`src/pwm_tb_cfg.svh`:
```
`ifndef PWM_TB_CFG_SVH
`define PWM_TB_CFG_SVH

// Register offsets on the plain register port
`define OFS_CONTROL     3'h0
`define OFS_DIVIDER     3'h1
`define OFS_PERIOD      3'h2
`define OFS_COMPARE     3'h3
`define OFS_IRQ_STATUS  3'h4
`define OFS_IRQ_MASK    3'h5

// Control and compare register field positions
`define BIT_ENABLE      15
`define BIT_IDLE_STOP   13
`define BIT_PENDING     12
`define BIT_SE_IRQ_EN   11
`define BIT_IMM_UPDATE  10
`define BIT_SYNC_POL    9
`define BIT_SYNC_OEN    8
`define BIT_EXT_SYNC_EN 7
`define POS_SYNC_SRC    4
`define POS_POSTSCALE   0
`define POS_COMPARE     3

// Interrupt status bit positions
`define IRQ_SPECIAL     0
`define IRQ_PERIOD      1
`define IRQ_EXT_SYNC    2

// Reset values
`define RST_PERIOD      16'hfff8
`define RST_DIVIDER     3'h0

// Divider code that is reserved
`define DIV_RESERVED    3'h7
`endif

```
`src/pwm_tb_pkg.sv`:
```
package pwm_tb_pkg;

    // Sync source codes
    typedef enum logic [1:0] {
        SRC_INPUT_ONE,
        SRC_INPUT_TWO,
        SRC_RSVD_A,
        SRC_RSVD_B
    } sync_src_e;

    // Whole state of the master time base
    typedef struct packed {
        logic             module_enable;
        logic             idle_stop;
        logic             special_event_pending;
        logic             special_event_irq_enable;
        logic             immediate_period_update;
        logic             sync_polarity;
        logic             sync_output_enable;
        logic             external_sync_enable;
        logic [1:0]       sync_source_select;
        logic [3:0]       special_event_postscale;
        logic [2:0]       input_clock_divide_select;
        logic [15:0]      period_buffer;
        logic [15:0]      period_active;
        logic [12:0]      compare_value;
        logic [2:0]       irq_status;
        logic [2:0]       irq_mask;
        logic [5:0]       prescale_count;
        logic [15:0]      counter;
        logic [3:0]       postscale_count;
        logic [1:0]       sync_ff1;
        logic [1:0]       sync_ff2;
        logic [1:0]       sync_ff3;
        logic [1:0]       sync_stable;
        logic [15:0]      rdata;
        logic             irq;
        logic             trigger;
        logic             period_end;
        logic             sync_output;
        logic             sync_output_drive;
    } tb_state_s;

endpackage

```
`src/pwm_master_time_base.sv`:
```
// Implementation choices: the plain strobed port and the register offsets.
`timescale 1ns/100ps
`include "pwm_tb_cfg.svh"

module pwm_master_time_base
    import pwm_tb_pkg::*;
#(
    parameter int CNT_WIDTH = 16  // Time base width
) (
    input  wire logic        clk_sys,                 // System clock
    input  wire logic        rst,                     // Async reset, high
    input  wire logic [2:0]  addr,                    // Register offset
    input  wire logic [15:0] wdata,                   // Write data
    input  wire logic        wr,                      // Write strobe
    input  wire logic        rd,                      // Read strobe
    output logic      [15:0] rdata,                   // Read data, next cycle
    output logic             irq,                     // Level interrupt
    input  wire logic        cpu_idle,                // CPU in Idle mode
    input  wire logic        sync_input_one,          // Sync pin one
    input  wire logic        sync_input_two,          // Sync pin two
    output logic             sync_output,             // Sync pin out
    output logic             sync_output_drive,       // Sync pin driven
    output logic      [15:0] master_time_base_counter, // Counter to generators
    output logic      [15:0] master_period,           // Active period out
    output logic             period_end,              // Period boundary pulse
    output logic             special_event_trigger,   // Trigger pulse
    output logic             special_event_pending    // Pending flag
);

    // Widths that the logic cannot serve are refused
    if (CNT_WIDTH != 16) begin : g_width_check
        $error("CNT_WIDTH must be 16");
    end

    // Reset image of the state
    localparam tb_state_s ST_RESET = '{
        period_buffer:             `RST_PERIOD,
        period_active:             `RST_PERIOD,
        input_clock_divide_select: `RST_DIVIDER,
        default:                   '0
    };

    tb_state_s st;       // Registered state
    tb_state_s next_st;  // Next state

    // Terminal prescale count for a divider code
    function automatic logic [5:0] div_limit(input logic [2:0] code);
        logic [5:0] lim;
        lim = 6'h00;
        case (code)
            3'h0:    lim = 6'h00;
            3'h1:    lim = 6'h01;
            3'h2:    lim = 6'h03;
            3'h3:    lim = 6'h07;
            3'h4:    lim = 6'h0f;
            3'h5:    lim = 6'h1f;
            3'h6:    lim = 6'h3f;
            default: lim = 6'h3f;
        endcase
        return lim;
    endfunction

    // Register read image of the current state
    function automatic logic [15:0] reg_image(input tb_state_s s, input logic [2:0] a);
        logic [15:0] v;
        v = 16'h0000;
        case (a)
            `OFS_CONTROL: begin
                v[`BIT_ENABLE]      = s.module_enable;
                v[`BIT_IDLE_STOP]   = s.idle_stop;
                v[`BIT_PENDING]     = s.special_event_pending;
                v[`BIT_SE_IRQ_EN]   = s.special_event_irq_enable;
                v[`BIT_IMM_UPDATE]  = s.immediate_period_update;
                v[`BIT_SYNC_POL]    = s.sync_polarity;
                v[`BIT_SYNC_OEN]    = s.sync_output_enable;
                v[`BIT_EXT_SYNC_EN] = s.external_sync_enable;
                v[`POS_SYNC_SRC+:2] = s.sync_source_select;
                v[`POS_POSTSCALE+:4] = s.special_event_postscale;
            end
            `OFS_DIVIDER:    v[2:0] = s.input_clock_divide_select;
            `OFS_PERIOD:     v = s.period_buffer;
            `OFS_COMPARE:    v[15:`POS_COMPARE] = s.compare_value;
            `OFS_IRQ_STATUS: v[2:0] = s.irq_status;
            `OFS_IRQ_MASK:   v[2:0] = s.irq_mask;
            default:         v = 16'h0000;
        endcase
        return v;
    endfunction

    // Decoded conditions of the current cycle
    logic        run;          // Time base advancing
    logic        tick;         // Prescaled clock tick
    logic [1:0]  sync_rise;    // Active edge per sync input
    logic        ext_sync;     // Selected external sync event
    logic        wrap;         // Counter reaching period
    logic        boundary;     // Period boundary
    logic        match;        // Compare match event
    logic        fire;         // Postscaled trigger
    logic        wr_ctl;       // Control write
    logic        wr_sts;       // Status write

    // Next state computation
    always_comb begin
        next_st = st;
        // Halt in Idle only when idle-stop is set
        run  = st.module_enable && !(st.idle_stop && cpu_idle);
        tick = run && (st.prescale_count == div_limit(st.input_clock_divide_select))
               && (st.input_clock_divide_select != `DIV_RESERVED);
        wr_ctl = wr && (addr == `OFS_CONTROL);
        wr_sts = wr && (addr == `OFS_IRQ_STATUS);

        // Three-stage synchronisers, level accepted when stages two and three agree
        next_st.sync_ff1 = {sync_input_two, sync_input_one};
        next_st.sync_ff2 = st.sync_ff1;
        next_st.sync_ff3 = st.sync_ff2;
        for (int i = 0; i < 2; i++) begin
            // Polarity folded in so active level is one
            if (st.sync_ff2[i] == st.sync_ff3[i]) begin
                next_st.sync_stable[i] = st.sync_ff3[i] ^ st.sync_polarity;
            end
            sync_rise[i] = next_st.sync_stable[i] && !st.sync_stable[i];
        end

        // Selected source, reserved codes select nothing
        case (sync_src_e'(st.sync_source_select))
            SRC_INPUT_ONE: ext_sync = sync_rise[0];
            SRC_INPUT_TWO: ext_sync = sync_rise[1];
            default:       ext_sync = 1'b0;
        endcase
        ext_sync = ext_sync && st.external_sync_enable && run;

        // Prescaler
        if (!run || tick) begin
            next_st.prescale_count = 6'h00;
        end else begin
            next_st.prescale_count = st.prescale_count + 6'h01;
        end

        // Counter wraps after the active period
        wrap     = tick && (st.counter >= st.period_active);
        boundary = wrap || ext_sync;
        match    = tick && (st.counter == {st.compare_value, 3'h0});
        if (!st.module_enable || ext_sync) begin
            next_st.counter = 16'h0000;
        end else if (wrap) begin
            next_st.counter = 16'h0000;
        end else if (tick) begin
            next_st.counter = st.counter + 16'h0001;
        end

        // Postscaler of compare matches
        fire = match && (st.postscale_count == st.special_event_postscale);
        if (!st.module_enable || fire) begin
            next_st.postscale_count = 4'h0;
        end else if (match) begin
            next_st.postscale_count = st.postscale_count + 4'h1;
        end

        // Register writes
        if (wr_ctl) begin
            next_st.module_enable            = wdata[`BIT_ENABLE];
            next_st.idle_stop                = wdata[`BIT_IDLE_STOP];
            next_st.special_event_irq_enable = wdata[`BIT_SE_IRQ_EN];
            next_st.immediate_period_update  = wdata[`BIT_IMM_UPDATE];
            next_st.sync_polarity            = wdata[`BIT_SYNC_POL];
            next_st.sync_output_enable       = wdata[`BIT_SYNC_OEN];
            next_st.external_sync_enable     = wdata[`BIT_EXT_SYNC_EN];
            next_st.sync_source_select       = wdata[`POS_SYNC_SRC+:2];
            next_st.special_event_postscale  = wdata[`POS_POSTSCALE+:4];
        end
        if (wr && addr == `OFS_DIVIDER) begin
            next_st.input_clock_divide_select = wdata[2:0];
        end
        if (wr && addr == `OFS_COMPARE) begin
            next_st.compare_value = wdata[15:`POS_COMPARE];
        end
        if (wr && addr == `OFS_IRQ_MASK) begin
            next_st.irq_mask = wdata[2:0];
        end
        if (wr && addr == `OFS_PERIOD) begin
            next_st.period_buffer = wdata;
        end

        // Active period: immediate, at boundary, or while stopped
        if (wr && addr == `OFS_PERIOD && st.immediate_period_update) begin
            next_st.period_active = wdata;
        end else if (boundary || !st.module_enable) begin
            next_st.period_active = next_st.period_buffer;
        end

        // Sticky status, write one clears, set wins
        if (wr_sts) begin
            next_st.irq_status = st.irq_status & ~wdata[2:0];
        end
        if (fire) begin
            next_st.irq_status[`IRQ_SPECIAL] = 1'b1;
        end
        if (boundary) begin
            next_st.irq_status[`IRQ_PERIOD] = 1'b1;
        end
        if (ext_sync) begin
            next_st.irq_status[`IRQ_EXT_SYNC] = 1'b1;
        end

        // Pending flag: cleared by hardware when disabled or acknowledged
        if (!next_st.special_event_irq_enable) begin
            next_st.special_event_pending = 1'b0;
        end else if (wr_sts && wdata[`IRQ_SPECIAL]) begin
            next_st.special_event_pending = 1'b0;
        end
        if (fire && next_st.special_event_irq_enable) begin
            next_st.special_event_pending = 1'b1;
        end

        // Outputs, all registered
        next_st.irq        = |(next_st.irq_status & next_st.irq_mask)
                             || next_st.special_event_pending;
        next_st.trigger    = fire;
        next_st.period_end = boundary;
        next_st.sync_output_drive = st.sync_output_enable;
        if (st.sync_output_enable) begin
            next_st.sync_output = boundary ^ st.sync_polarity;
        end else begin
            next_st.sync_output = 1'b0;
        end
        next_st.rdata = rd ? reg_image(st, addr) : 16'h0000;
    end

    // State register
    always_ff @(posedge clk_sys or posedge rst) begin
        if (rst) begin
            st <= ST_RESET;
        end else begin
            st <= next_st;
        end
    end

    // Outputs straight from the state
    assign rdata                    = st.rdata;
    assign irq                      = st.irq;
    assign sync_output              = st.sync_output;
    assign sync_output_drive        = st.sync_output_drive;
    assign master_time_base_counter = st.counter;
    assign master_period            = st.period_active;
    assign period_end               = st.period_end;
    assign special_event_trigger    = st.trigger;
    assign special_event_pending    = st.special_event_pending;
endmodule

```
`config.mk`:
```
export PLATFORM = sky130hd
export DESIGN_NAME = pwm_master_time_base
export DESIGN_NICKNAME = d
export VERILOG_FILES = /design/src/pwm_tb_pkg.sv /design/src/pwm_master_time_base.sv
export VERILOG_INCLUDE_DIRS = /design/src
export SDC_FILE = /design/constraint.sdc
export NUM_CORES = 1
export LEC_CHECK = 0
export BUFFER_PORTS_ARGS = -buffer_cell sky130_fd_sc_hd__buf_2
export CAP_MARGIN = 20
export CORE_MARGIN = 10
export CORE_UTILIZATION = 53
export CTS_BUF_LIST = sky130_fd_sc_hd__clkbuf_16
export CTS_CLUSTER_SIZE = 24
export DETAILED_ROUTE_END_ITERATION = 10
export GPL_ROUTABILITY_DRIVEN = 0
export HOLD_SLACK_MARGIN = 0.05
export PLACE_DENSITY = 0.74
export SYNTH_ARGS = -nofsm -noshare
export SYNTH_HDL_FRONTEND = slang
export SYNTH_SLANG_ARGS = --single-unit
```
`constraint.sdc`:
```
create_clock -name clk_sys -period 4.39 [get_ports clk_sys]
set_clock_uncertainty 0.05 [all_clocks]
set_input_delay 0.2195 -clock clk_sys [delete_from_list [all_inputs] [get_ports clk_sys]]
set_output_delay 0.2195 -clock clk_sys [all_outputs]
set_load 0.02 [all_outputs]
```
==> impl_summary.md, run 1 <==
Logic synthesis
The share of the yosys chip area belonging to registers is between 40% and 50%. The count of warnings emitted by yosys is 0. The post-synthesis instance area is between 6000 and 7000 um2. The number of different library cells used by synthesis comes to 63.

The cell count after synthesis came out at 569. The most instantiated flip-flop cell in the synthesis netlist is sky130_fd_sc_hd__dfrtp_1. After synthesis the netlist holds a flip-flop and latch count of between 100 and 150.

The post-synthesis net count is around 620. In this run, synthesis inferred 0 flip-flops with an integrated enable. Dividing the synthesized area by the synthesized cell count gives around 11 um2. Counting flops with an async set or reset pin after synthesis yields a share of 100%.

Detailed routing
The first detailed-routing pass ran for 4 iterations. For this run, design rule violations remaining after detail routing come to 0. Dividing the detail-routed via count by the number of cells gives approximately 5.7. The routed layout has around 4500 vias. The iteration-0 DRC count of the detailed router is between 300 and 400. The routed design has between 15 and 20 mm of wire.

The post-detailed-route count of antenna-violating nets is 0. In the final routed layout, each cell accounts on average for about 20 um.

Power and ir drop
The maximum vdd drop is a little over 0.3 mV. Sequential cells burn a little over two fifths of the power. Per report_power, the clock group accounts for 35.9% of the total.

Of the total power, the share spent switching nets is a little under a third. The total internal power is 0.00263 W. The fraction of power consumed by combinational cells is 22.5%. The total power density per cell area is 514 nW/um2. The design draws ~0.0038 W. For this design the total switching power over the nets is between 0.001 and 0.0015 W.

Summed over all cells, the static leakage comes to 3.42 nW.

CTS
The number of CTS-inserted buffers is 17. The largest buffer count on any clock path is 2. At the later pin of the worst-skew pair, clock insertion delay measures around 420 ps. The register clock-pin slew on the reported worst setup and hold paths is 50 ps.

The tree is rooted in a sky130_fd_sc_hd__clkbuf_16. The maximum level of the CTS H-tree is 4. The count of buffers added by post-CTS timing repair for setup is 0. The clock drives approximately 120 sinks. The CTS tree is done.

Floorplanning
The horizontal die dimension is between 100 and 150 um. The chip height is roughly 130 um. The total core area is 12000 um2.

The die covers approximately 17000 um2. The count of boundary I/O pins is 80. The initial utilization of the core area, before any placement, comes to between 50% and 60%. After floorplanning, the core was divided into 40 placement rows.

Timing
The total negative setup slack is 0 ps. For this run, the top clock speed supported by timing is roughly 340 MHz. The hold violation total from the final report came to 0. The final critical-path share of the clock period is between 60 and 70%.

The setup-violating endpoint count in the final report is 0. Setup repair after global routing left no endpoint under its margin. Headroom to the max-slew limit came out at a little over a third. For the pin with the worst max-slew slack, the measured transition is roughly 950 ps. The final period demand of the worst path is between 2000 and 3000 ps. The number of pins with negative max-slew slack in the final report is 0.

Finish
The most common library cell in the layout ignoring fill and taps is sky130_fd_sc_hd__dfrtp_1. The number of antenna diodes in the final layout is 0. The finished cells cover 7340 um2. Leaving out fill and tap cells, the most frequent cells in the layout are sky130_fd_sc_hd__dfrtp_1, sky130_fd_sc_hd__buf_2, sky130_fd_sc_hd__mux2_2, sky130_fd_sc_hd__nor2_1, sky130_fd_sc_hd__nand2_1. In the final design database the tool counted 666 nets. The filler cells instantiated in the layout total approximately 960. The area taken by flip-flops and latches is between 3000 and 4000 um2. The proportion of layout cells with a drive suffix above 1 is approximately 34%. In the final layout, the multi-input gates occupy about 2800 um2.

The area overhead of the layout relative to synthesis is 13.8%.

Critical path
For the worst setup path, the data required time is approximately 4600 ps. The startpoint-to-endpoint class of the critical path is register to register. The start point of the critical path is master_time_base_counter[0]. The most critical setup path has its endpoint at master_period[1]. The number of buffers and inverters on the critical path is 1.

Counting stages on the worst path, the most repeated cell is sky130_fd_sc_hd__nor2_1. The startpoint of the worst register-to-register path is master_time_base_counter[0]. The family with the most delay on the worst path is compound AO/OA/AOI/OAI gates.

The maximum fanout along the worst path is 16. The end of the worst register-to-register path is master_period[1]. Traced cell by cell, the critical path runs through inv_1 > ha_1 > nor2_1 > a21oi_1 > o41a_1 > o211ai_1 > nor2_1 > a211o_1 > mux2_1.

The endpoint arrival time on the critical path is about 3200 ps. The slowest cell on the critical path is sky130_fd_sc_hd__dfrtp_1. The stage delay of the slowest cell on the critical path is roughly 520 ps.

The worst register-to-register path has a depth of 9. The worst setup path is captured at a register. STA classifies the critical path startpoint as a register. The reg2reg setup slack is between 1000 and 1500 ps.

The total stage count of the critical path is 9.

Global routing
The maximum number of pins on one net before global-route repair is 67. The global-route wire length before repair is roughly 26 mm. The number of global-route vias before repair is approximately 4800. The remaining global-route overflow is 0. The number of antenna violations at the first check in global routing is 0. Global routing used between 15 and 20% of the available tracks.

Placed design
Input and output buffers added on the ports amount to 79. The total half-perimeter wirelength after legalization and detailed placement is between 10 and 15 mm. Once placement finished, the instance area stood at 6620 um2.

Run
The number of violations of the max-capacitance limit is 0.

Status
The flow ran to the end, and the final reports show no timing, DRC or antenna violations.

Worst hold path
The path category of the worst min-delay check is primary input to register.
layout make-up:
| type | instances | share of cell area (%) |
|---|---|---|
| Clock buffer | 17 | 5.80 |
| Timing Repair Buffer | 98 | 7.85 |
| Inverter | 23 | 1.21 |
| Sequential cell | 123 | 42.4 |
| Tap cell | 147 | 2.51 |
| Clock inverter | 15 | 1.94 |
| Multi-Input combinational cell | 357 | 38.3 |
routing by layer:
layer	routed length, um	global-route usage, %	vias to the layer above
met2	7850	32.3	130
met3	1040	5.84	31
met1	6420	23.5	2240
met5	0	0	-
met4	376	8.27	0
li1	-	-	2058
worst min path at each step:
stage	from	depth (start not counted)	slack, ps	endpoint
6_report	wdata[9]	2	60	st[117]
3_5_place_dp	sync_input_two	1	280	next_st[26]
2_1_floorplan	sync_input_one	0	200	next_st[25]
3_3_place_gp	sync_input_one	1	280	next_st[25]
5_1_grt	wdata[9]	2	50	st[117]
4_1_cts	wdata[1]	3	50	st[107]
registers in the layout (all words and copies together), names as in the netlist:
register and flops:
next_st 5, sync_output_drive 1, special_event_trigger 1, special_event_pending 1, master_time_base_counter 16, master_period 16
st 64, period_end 1, sync_output 1, irq 1, rdata 16
what timing repair did:
item | CTS | global route
gates resized for setup | 0 | 0
endpoints found under the setup margin | 0 | 0
endpoints found under the hold margin | 72 | 0
hold buffers | 15 | 0
power by group through the flow:
| stage | clock (W) | sequential [W] | combinational (W) |
|---|---|---|---|
| 6_report | 0.00136 | 0.00157 | 0.000849 |
| 4_1_cts | 0.00137 | 0.00157 | 0.000857 |
| 5_1_grt | 0.00143 | 0.00159 | 0.000941 |
| 2_1_floorplan | 0 | 0.00152 | 0.000711 |
| 3_5_place_dp | 0 | 0.00158 | 0.000841 |
| 3_3_place_gp | 0 | 0.00157 | 0.000810 |
Yosys cell counts, types with 3 or more instances:
master | instances | area share, %
sky130_fd_sc_hd__a21boi_0 | 8 | 0.93
sky130_fd_sc_hd__a21oi_1 | 16 | 1.2
sky130_fd_sc_hd__a22o_1 | 3 | 0.41
sky130_fd_sc_hd__a22oi_1 | 11 | 1.3
sky130_fd_sc_hd__and2_1 | 3 | 0.29
sky130_fd_sc_hd__and3_1 | 5 | 0.49
sky130_fd_sc_hd__and3b_1 | 3 | 0.41
sky130_fd_sc_hd__buf_4 | 51 | 5.9
sky130_fd_sc_hd__clkbuf_1 | 12 | 0.70
sky130_fd_sc_hd__dfrtp_1 | 97 | 38
sky130_fd_sc_hd__dfstp_2 | 26 | 11
sky130_fd_sc_hd__ha_1 | 20 | 3.9
sky130_fd_sc_hd__inv_1 | 23 | 1.3
sky130_fd_sc_hd__mux2_1 | 10 | 1.7
sky130_fd_sc_hd__mux2_2 | 64 | 11
sky130_fd_sc_hd__nand2_1 | 30 | 1.7
sky130_fd_sc_hd__nand2b_1 | 6 | 0.58
sky130_fd_sc_hd__nand3_1 | 14 | 1.1
sky130_fd_sc_hd__nand4_1 | 15 | 1.5
sky130_fd_sc_hd__nand4b_1 | 3 | 0.41
sky130_fd_sc_hd__nor2_1 | 43 | 2.5
sky130_fd_sc_hd__nor3_1 | 3 | 0.23
sky130_fd_sc_hd__nor4_1 | 3 | 0.29
sky130_fd_sc_hd__o211ai_1 | 4 | 0.47
sky130_fd_sc_hd__o21ai_0 | 12 | 0.93
sky130_fd_sc_hd__or3_1 | 5 | 0.49
sky130_fd_sc_hd__xnor2_1 | 17 | 2.3
sky130_fd_sc_hd__xor2_1 | 18 | 2.4
stage by stage:
| step | hold slack (ps) | utilization, % | cells | setup slack [ps] |
|---|---|---|---|---|
| after floorplan | 201 | - | 569 | 893 |
| after global placement | 278 | 55.3 | 733 | 1530 |
| after global routing | 53.4 | 61.3 | 780 | 1290 |
| after CTS | 52.4 | 61.3 | 780 | 1450 |
| final | 63.2 | 61.3 | 780 | 1440 |
| after detailed placement | 279 | 55.3 | 733 | 1470 |
cells by family (layout without fill, tap and decap cells):
logic type | Yosys count | after routing | share of synthesized area (%)
multiplexers | 79 | 79 | 14.3
XOR/XNOR | 35 | 35 | 4.75
AO/OA/AOI/OAI | 71 | 71 | 7.96
AND/OR/NAND/NOR | 152 | 152 | 12.5
buffers and inverters | 89 | 153 | 8.29
flip-flops | 123 | 123 | 48.2
adder cells (fa/ha/maj) | 20 | 20 | 3.88
Power figures use the tool's default switching activity.
==> inputs of run 2 (changes only) <==
--- a/config.mk
+++ b/config.mk
@@ -6,6 +6,7 @@
 export SDC_FILE = /design/constraint.sdc
 export NUM_CORES = 1
 export LEC_CHECK = 0
+export ABC_AREA = 1
 export BUFFER_PORTS_ARGS = -buffer_cell sky130_fd_sc_hd__buf_2
 export CAP_MARGIN = 20
 export CORE_MARGIN = 10
@@ -15,7 +16,7 @@
 export DETAILED_ROUTE_END_ITERATION = 10
 export GPL_ROUTABILITY_DRIVEN = 0
 export HOLD_SLACK_MARGIN = 0.05
-export PLACE_DENSITY = 0.74
+export PLACE_DENSITY = 0.76
 export SYNTH_ARGS = -nofsm -noshare
 export SYNTH_HDL_FRONTEND = slang
 export SYNTH_SLANG_ARGS = --single-unit
==> constraint.sdc (replaced) <==
create_clock -name clk_sys -period 2.4 [get_ports clk_sys]
set_clock_uncertainty 0.05 [all_clocks]
set_input_delay 0.12 -clock clk_sys [delete_from_list [all_inputs] [get_ports clk_sys]]
set_output_delay 0.12 -clock clk_sys [all_outputs]
set_load 0.02 [all_outputs]
==> impl_summary.md, run 2 <==
Status
The run finished with clean final reports.

Global routing
The total global-route track usage is 21.1% (+1.5 points). The number of global-route vias before repair was 5633 (+16%). The number of antenna violations at the first check in global routing is 1 (+1). The global-route wire length before repair was 29.7 mm (+16%). The remaining global-route overflow came to 0 (unchanged). The maximum number of pins on one net before global-route repair came to 76 (+13%).

Floorplanning
The overall die area was 17700 um2 (+4.4%). The total core area is 12600 um2 (+5.1%). The horizontal die dimension was 133 um (+2.2%). The effective utilization at floorplan is 54.0% (+0.095 points). The row count is 41 (+2.5%). The count of boundary I/O pins is 80 (unchanged). The chip height is 133 um (+2.2%).

Logic synthesis
After synthesis, the cell types taking the most area are sky130_fd_sc_hd__dfrtp_1, sky130_fd_sc_hd__nand2_1, sky130_fd_sc_hd__dfstp_2, sky130_fd_sc_hd__inv_1, sky130_fd_sc_hd__buf_4. The share of the yosys chip area belonging to registers was 45.8% (-2.4 points). The count of distinct cell types in the synthesized netlist came to 39 (-38%).

The area fraction of the dominant cell type after synthesis is 35.8% (-1.9 points). By count the netlist is led by sky130_fd_sc_hd__nand2_1, sky130_fd_sc_hd__inv_1, sky130_fd_sc_hd__dfrtp_1. The post-synthesis net count is 869 (+41%). The count of warnings emitted by yosys came to 0 (unchanged). The post-synthesis instance area is 6790 um2 (+5.3%).

The average size of a mapped cell was 8.25 um2 (-27%). The register bit count reported by yosys is 123 (unchanged). The library cell occupying the most area in the post-synthesis netlist is sky130_fd_sc_hd__dfrtp_1. The async set-or-reset flop fraction in the synthesized netlist is 100% (unchanged). The most instantiated flip-flop cell in the synthesis netlist is sky130_fd_sc_hd__dfrtp_1.

The cell count after synthesis is 823 (+45%). The number of flops mapped to enable cells by yosys is 0 (unchanged). The most instantiated library cell after synthesis is sky130_fd_sc_hd__nand2_1.

Timing
The transition time at the pin with the least slew margin was 710 ps (-237 ps). The total negative setup slack is 0 ps (unchanged). The smallest hold slack came to 86.8 ps (+23.6 ps). The final period demand of the worst path is 2230 ps (-718 ps). The setup-violating endpoint count in the final report is 0 (unchanged).

Setup repair after global routing left no endpoint under its margin. The worst setup margin is 168 ps (-1270 ps). The number of pins with negative max-slew slack in the final report is 0 (unchanged). The worst slew slack as a fraction of its limit was 52.2% (+16 points).

The highest attainable clock frequency is 448 MHz (+32%). The final critical-path share of the clock period came to 93.0% (+26 points). The hold violation total from the final report is 0 (unchanged).

Power and ir drop
The maximum vdd drop was 0.585 mV (+90%). The leakage dissipation came to 4.16 nW (+21%). The total power density per cell area was 865 nW/um2 (+68%).

Finish
The register with the highest flop count is st. In the layout the commonest cells are sky130_fd_sc_hd__nand2_1, sky130_fd_sc_hd__inv_1, sky130_fd_sc_hd__dfrtp_1, sky130_fd_sc_hd__buf_2, sky130_fd_sc_hd__nor2_1. The number of nets in the layout is 948 (+42%).

The number of flip-flops under the largest register name is 64 (unchanged). The number of fill cells in the layout is 1046 (+8.8%). The footprint of the multi-input gates is 2770 um2 (-1.4%).

The post-layout instance count excluding filler cells is 1088 (+39%). The area overhead of the layout relative to synthesis is 18.3%. The proportion of layout cells with a drive suffix above 1 is 24.9% (-9.0 points). The area taken by flip-flops and latches is 3110 um2 (unchanged). The most common library cell in the layout ignoring fill and taps is sky130_fd_sc_hd__nand2_1. The end-of-flow core utilization is 63.9% (+2.6 points).

Placed design
The total half-perimeter wirelength after legalization and detailed placement is 13.7 mm (+19%). The pre-CTS worst setup slack came to 166 ps (-1310 ps). The number of cells in the design after placement is 1032 (+41%).

The quantity of I/O buffers inserted on ports is 79 (unchanged).

Detailed routing
The post-detailed-route count of antenna-violating nets was 0 (unchanged). The DRC violation count after routing is 0 (unchanged). The iteration count of the initial detailed-routing pass is 5 (+1).

The overall routed net length is 18.3 mm (+16%). The iteration-0 DRC count of the detailed router came to 528 (+69%). The detailed-route wire length per cell was 16.8 um (-17%). The count of vias placed by the detailed router is 5680 (+27%). The per-cell via count in the routed design is 5.22 (-8.7%).

Critical path
The maximum fanout along the worst path is 16 (unchanged). The depth of the worst register-to-register path was 11 (+2). The critical path in this run is classified as register to register. The worst setup path is launched from a register.

The endpoint arrival time on the critical path is 2490 ps (-710 ps). The required arrival time at the worst endpoint is 2660 ps (-1980 ps). The category of the worst setup path capture point is a register.

CTS
The maximum level of the CTS H-tree came to 4 (unchanged). The largest buffer count on any clock path came to 2 (unchanged). The number of CTS-inserted buffers is 17 (unchanged). The library cell used as clock root buffer is sky130_fd_sc_hd__clkbuf_16.

The CTS tree is done. The register clock-pin slew on the reported worst setup and hold paths is 60 ps (about the same). The clock sink count is 123 (unchanged). The later-pin clock latency in the skew report is 420 ps (about the same). The number of gates resized after cts is 0 (unchanged).

Worst hold path
The instance count along the most critical hold path was 4 (+2). The path category of the worst min-delay check is primary input to register.

Run
The number of violations of the max-capacitance limit was 0 (unchanged).
run 2: changes by cell type after synthesis, sizes merged, moves of 8 or more:
cell    previous run  this run
nand2             31       230
nand3             14        27
o21ai             12        88
nor2              43        58
inv               23       116
xnor2             17         1
nand4             15        23
a22oi             11         0
a21boi            10         0
mux2              74         0
run 2: cell families after synthesis:
kind of cell	share of synthesized area, %
buffers and inverters	13.3
xor gates and xnor gates	2.71
AOI/OAI and AO/OA	11.7
DFF	45.8
and+or+nand+nor	22.7
adders and majority gates	3.69
run 2: what timing repair did:
action,CTS,global route
setup endpoints to repair,0,4
endpoints found under the hold margin,71,0
buffers inserted,0,0
hold buffers,22,0
run 2: critical path, stage by stage (launching register included):
cell	delay, ps
sky130_fd_sc_hd__dfstp_2	530
sky130_fd_sc_hd__inv_1	60
sky130_fd_sc_hd__ha_1	310
sky130_fd_sc_hd__a21oi_1	160
sky130_fd_sc_hd__nand2_1	80
sky130_fd_sc_hd__a21oi_1	130
sky130_fd_sc_hd__nand3_1	170
sky130_fd_sc_hd__nand2_4	190
sky130_fd_sc_hd__nand3_4	120
sky130_fd_sc_hd__buf_12	180
sky130_fd_sc_hd__nand2_2	70
sky130_fd_sc_hd__o21ai_2	50
run 2: final cells by class:
cell class              count  share of cell area (%)
flip-flops and latches    123                    38.7
well taps                 172                    2.68
inverters                 116                    5.47
multi-input cells         517                    34.5
repair buffers            127                    10.6
diodes                      1                  0.0312
clock inverters            15                    2.66
clock buffers              17                    5.30
run 2: per-layer routing:
metal / global-route usage, % / share of wire, % / routed length (um) / vias to the layer above
met2: 31.4 / 44 / 8110 / 241
li1: - / - / - / 2749
met4: 9.92 / 3.2 / 589 / 0
met5: 0 / 0 / 0 / -
met3: 5.90 / 9.0 / 1640 / 41
met1: 27.9 / 43 / 7910 / 2649
run 2: power by group:
part	total, W	leakage (nW)	switching [W]	internal [W]
clock network	0.00276	0.306	0.00101	0.00176
registers	0.00268	1.54	0.000228	0.00245
logic	0.00151	2.31	0.000999	0.000511
total	0.00695	4.16	0.00223	0.00472
run 2: worst paths after layout:
path / slack (ps) / end / start
setup / recovery: 170 / master_period[1] / master_period[11]
hold / removal: 90 / rdata[1] / addr[1]
setup reg to reg: 170 / master_period[1] / master_period[11]
hold reg to reg: 300 / next_st[24] / next_st[26]
max in group asynchronous: 1300 / master_period[7] / rst
min in group asynchronous: 220 / st[30] / rst
run 2: stage by stage:
| step | total power (W) | cell area [um2] |
|---|---|---|
| 3_5_place_dp | 0.00414 | 7140 |
| 4_1_cts | 0.00695 | 8000 |
| 6_report | 0.00695 | 8030 |
| 5_1_grt | 0.00727 | 8030 |
| 2_1_floorplan | 0.00380 | 6790 |
| 3_3_place_gp | 0.00409 | 7140 |
==> inputs of run 3 (changes only) <==
--- a/config.mk
+++ b/config.mk
@@ -6,7 +6,6 @@
 export SDC_FILE = /design/constraint.sdc
 export NUM_CORES = 1
 export LEC_CHECK = 0
-export ABC_AREA = 1
 export BUFFER_PORTS_ARGS = -buffer_cell sky130_fd_sc_hd__buf_2
 export CAP_MARGIN = 20
 export CORE_MARGIN = 10
@@ -16,7 +15,7 @@
 export DETAILED_ROUTE_END_ITERATION = 10
 export GPL_ROUTABILITY_DRIVEN = 0
 export HOLD_SLACK_MARGIN = 0.05
-export PLACE_DENSITY = 0.76
+export PLACE_DENSITY = 0.77
 export SYNTH_ARGS = -nofsm -noshare
 export SYNTH_HDL_FRONTEND = slang
 export SYNTH_SLANG_ARGS = --single-unit
==> impl_summary.md, run 3 (synthesis gave the netlist of run 1 again) <==
Status
The run finished, with violations left. The checks that failed: negative setup slack.

Power and ir drop
The part of the power in the clock network is 34.6% (-5.2 points). The leakage dissipation is 3.86 nW (-7.2%). The total power density per cell area is 918 nW/um2 (+6.1%).

The switching power is 0.00219 W (-2.1%). The maximum vdd drop is 0.490 mV (-16%). The fraction of power consumed by combinational cells is 27.4% (+5.7 points). The fraction of power spent switching nets came to 29.5% (-2.6 points). The relative contribution of sequential cells to total power is 37.9% (-0.6 points). The total internal power is 0.00523 W (+11%). The sum of internal, switching and leakage power came to 0.00742 W (+6.7%).

CTS
TritonCTS built the clock tree. The largest buffer count on any clock path is 2 (unchanged). The clock sink count is 123 (unchanged). The library cell used as clock root buffer is sky130_fd_sc_hd__clkbuf_16.

The register clock-pin slew on the reported worst setup and hold paths was 50 ps (about the same). The maximum level of the CTS H-tree is 4 (unchanged). The later-pin clock latency in the skew report is 420 ps (about the same). The number of CTS-inserted buffers came to 17 (unchanged).

Finish
The number of nets in the layout was 741 (-22%). Counting flops per register, the top entry is st. The end-of-flow core utilization was 67.5% (+3.6 points). The design area is 8080 um2 (+0.56%). The most common library cell in the layout ignoring fill and taps is sky130_fd_sc_hd__dfrtp_1. The number of fill cells in the layout is 876 (-16%). The post-layout instance count excluding filler cells is 855 (-21%).

In the layout the commonest cells are sky130_fd_sc_hd__dfrtp_1, sky130_fd_sc_hd__buf_2, sky130_fd_sc_hd__buf_4, sky130_fd_sc_hd__mux2_2, sky130_fd_sc_hd__nor2_1. The proportion of layout cells with a drive suffix above 1 is 42.1% (+17 points). The number of flip-flops under the largest register name is 64 (unchanged).

Compared with the post-synthesis result, the final layout area differs by 25.2%. The antenna diode count is 0 (-1).

Detailed routing
The overall routed net length is 16.3 mm (-11%). The iteration count of the initial detailed-routing pass is 4 (-1). The post-detailed-route count of antenna-violating nets is 0 (unchanged). The detailed-route wire length per cell is 19.1 um (+14%). The iteration-0 DRC count of the detailed router was 280 (-47%). The per-cell via count in the routed design is 5.55 (+6.3%).

The DRC violation count after routing is 0 (unchanged). The count of vias placed by the detailed router was 4743 (-16%).

Critical path
The nature of the critical path startpoint is a register. The endpoint arrival time on the critical path was 2860 ps (+370 ps). The required arrival time at the worst endpoint is 2650 ps (about the same). The maximum fanout along the worst path was 8 (-8). The startpoint-to-endpoint class of the critical path is register to register. STA classifies the critical path endpoint as a register.

The critical path starts at master_period[3]. The startpoint of the worst register-to-register path is master_period[3].

Global routing
The fraction of met3 tracks used by global routing came to 5.80% (-0.10 points). The met1 track utilization from global routing came to 24.6% (-3.3 points). The met2 layer usage reported by global route was 34.1% (+2.8 points). met2 is the most crowded layer. The remaining global-route overflow is 0 (unchanged). The total global-route track usage is 20.4% (-0.68 points).

The number of antenna violations at the first check in global routing was 0 (-1). The number of global-route vias before repair is 5205 (-7.6%). The global-route wire length before repair was 26.6 mm (-10%). The maximum number of pins on one net before global-route repair is 124 (+63%).

Timing
The final critical-path share of the clock period is 109% (+16 points). The transition time at the pin with the least slew margin came to 649 ps (-61.0 ps). The worst slew slack as a fraction of its limit is 56.7% (+4.6 points). The hold violation total from the final report came to 0 (unchanged). The final period demand of the worst path was 2610 ps (+374 ps). The total negative setup slack came to -2740 ps (-2740 ps). Setup repair after global routing could not meet its margin everywhere. The worst setup margin was -206 ps (-374 ps). The number of pins with negative max-slew slack in the final report is 0 (unchanged). The highest attainable clock frequency is 384 MHz (-14%).

The setup-violating endpoint count in the final report is 22 (+22).

Worst hold path
The path category of the worst min-delay check is primary input to register. In this run the most critical hold path is launched from cpu_idle.

Placed design
The total half-perimeter wirelength after legalization and detailed placement was 11.8 mm (-14%). The placed instance area is 7120 um2 (-0.37%). The number of cells in the design after placement was 796 (-23%).

The quantity of I/O buffers inserted on ports was 79 (unchanged).

Floorplanning
The chip height was 130 um (-2.2%). The effective utilization at floorplan was 53.9% (-0.095 points). The overall die area is 17000 um2 (-4.3%).

The horizontal die dimension was 130 um (-2.2%). The row count is 40 (-2.4%). The count of boundary I/O pins is 80 (unchanged). The total core area is 12000 um2 (-4.8%).

Run
The number of violations of the max-capacitance limit is 0 (unchanged).
-- run 3: cell type report --
class | count | area [um2] | area share (%)
sequential | 123 | 3110 | 38.5
multi-input combinational | 358 | 2920 | 36.1
clock buffer | 17 | 425 | 5.27
clock inverter | 15 | 165 | 2.05
timing repair buffer | 172 | 1180 | 14.7
inverter | 23 | 90.1 | 1.12
tap | 147 | 184 | 2.28
-- run 3: stage by stage --
step                hold slack [ps]  setup WS (ps)
floorplan                       101           -164
global placement                179           -137
detailed placement              180           -254
CTS                            90.1           -232
global route                    107           -321
finish                          104           -206
-- run 3: power by group through the flow --
stage	clock network (W)	registers [W]	logic [W]
6_report	0.00257	0.00281	0.00203
2_1_floorplan	0	0.00279	0.00130
4_1_cts	0.00261	0.00281	0.00203
3_3_place_gp	0	0.00281	0.00179
5_1_grt	0.00270	0.00286	0.00222
3_5_place_dp	0	0.00283	0.00185
-- run 3: layer usage --
| layer | share of wire, % | routed length, um |
|---|---|---|
| met5 | 0 | 0 |
| met4 | 1.6 | 269 |
| met3 | 5.9 | 956 |
| met2 | 51 | 8260 |
| met1 | 42 | 6830 |
-- run 3: path summary, 6_finish.rpt --
check | end | slack, ps | cells past startpoint
min | st[50] | 100 | 3
max | master_period[2] | -210 | 9
min reg2reg | next_st[24] | 300 | 0
max reg2reg | master_period[2] | -210 | 9
min in group asynchronous | rdata[1] | 380 | 4
max in group asynchronous | master_time_base_counter[14] | 1440 | 4
-- run 3: worst max-delay path: stages, from the launching register on --
cell and delay [ps]:
sky130_fd_sc_hd__dfstp_2 540, sky130_fd_sc_hd__inv_2 50, sky130_fd_sc_hd__ha_4 210, sky130_fd_sc_hd__a22o_1 210, sky130_fd_sc_hd__o41a_1 380, sky130_fd_sc_hd__o211ai_1 220, sky130_fd_sc_hd__nor2_1 90, sky130_fd_sc_hd__a211o_1 280
sky130_fd_sc_hd__buf_6 160, sky130_fd_sc_hd__mux2_4 300
-- run 3: repair_timing --
| item | in CTS | in global routing |
|---|---|---|
| endpoints found under the hold margin | 155 | 0 |
| buffers inserted | 5 | 3 |
| setup endpoints to repair | 32 | 43 |
| gates cloned | 1 | 0 |
| hold buffers | 20 | 0 |
| pin swaps | 12 | 5 |
| gates resized for setup | 19 | 7 |
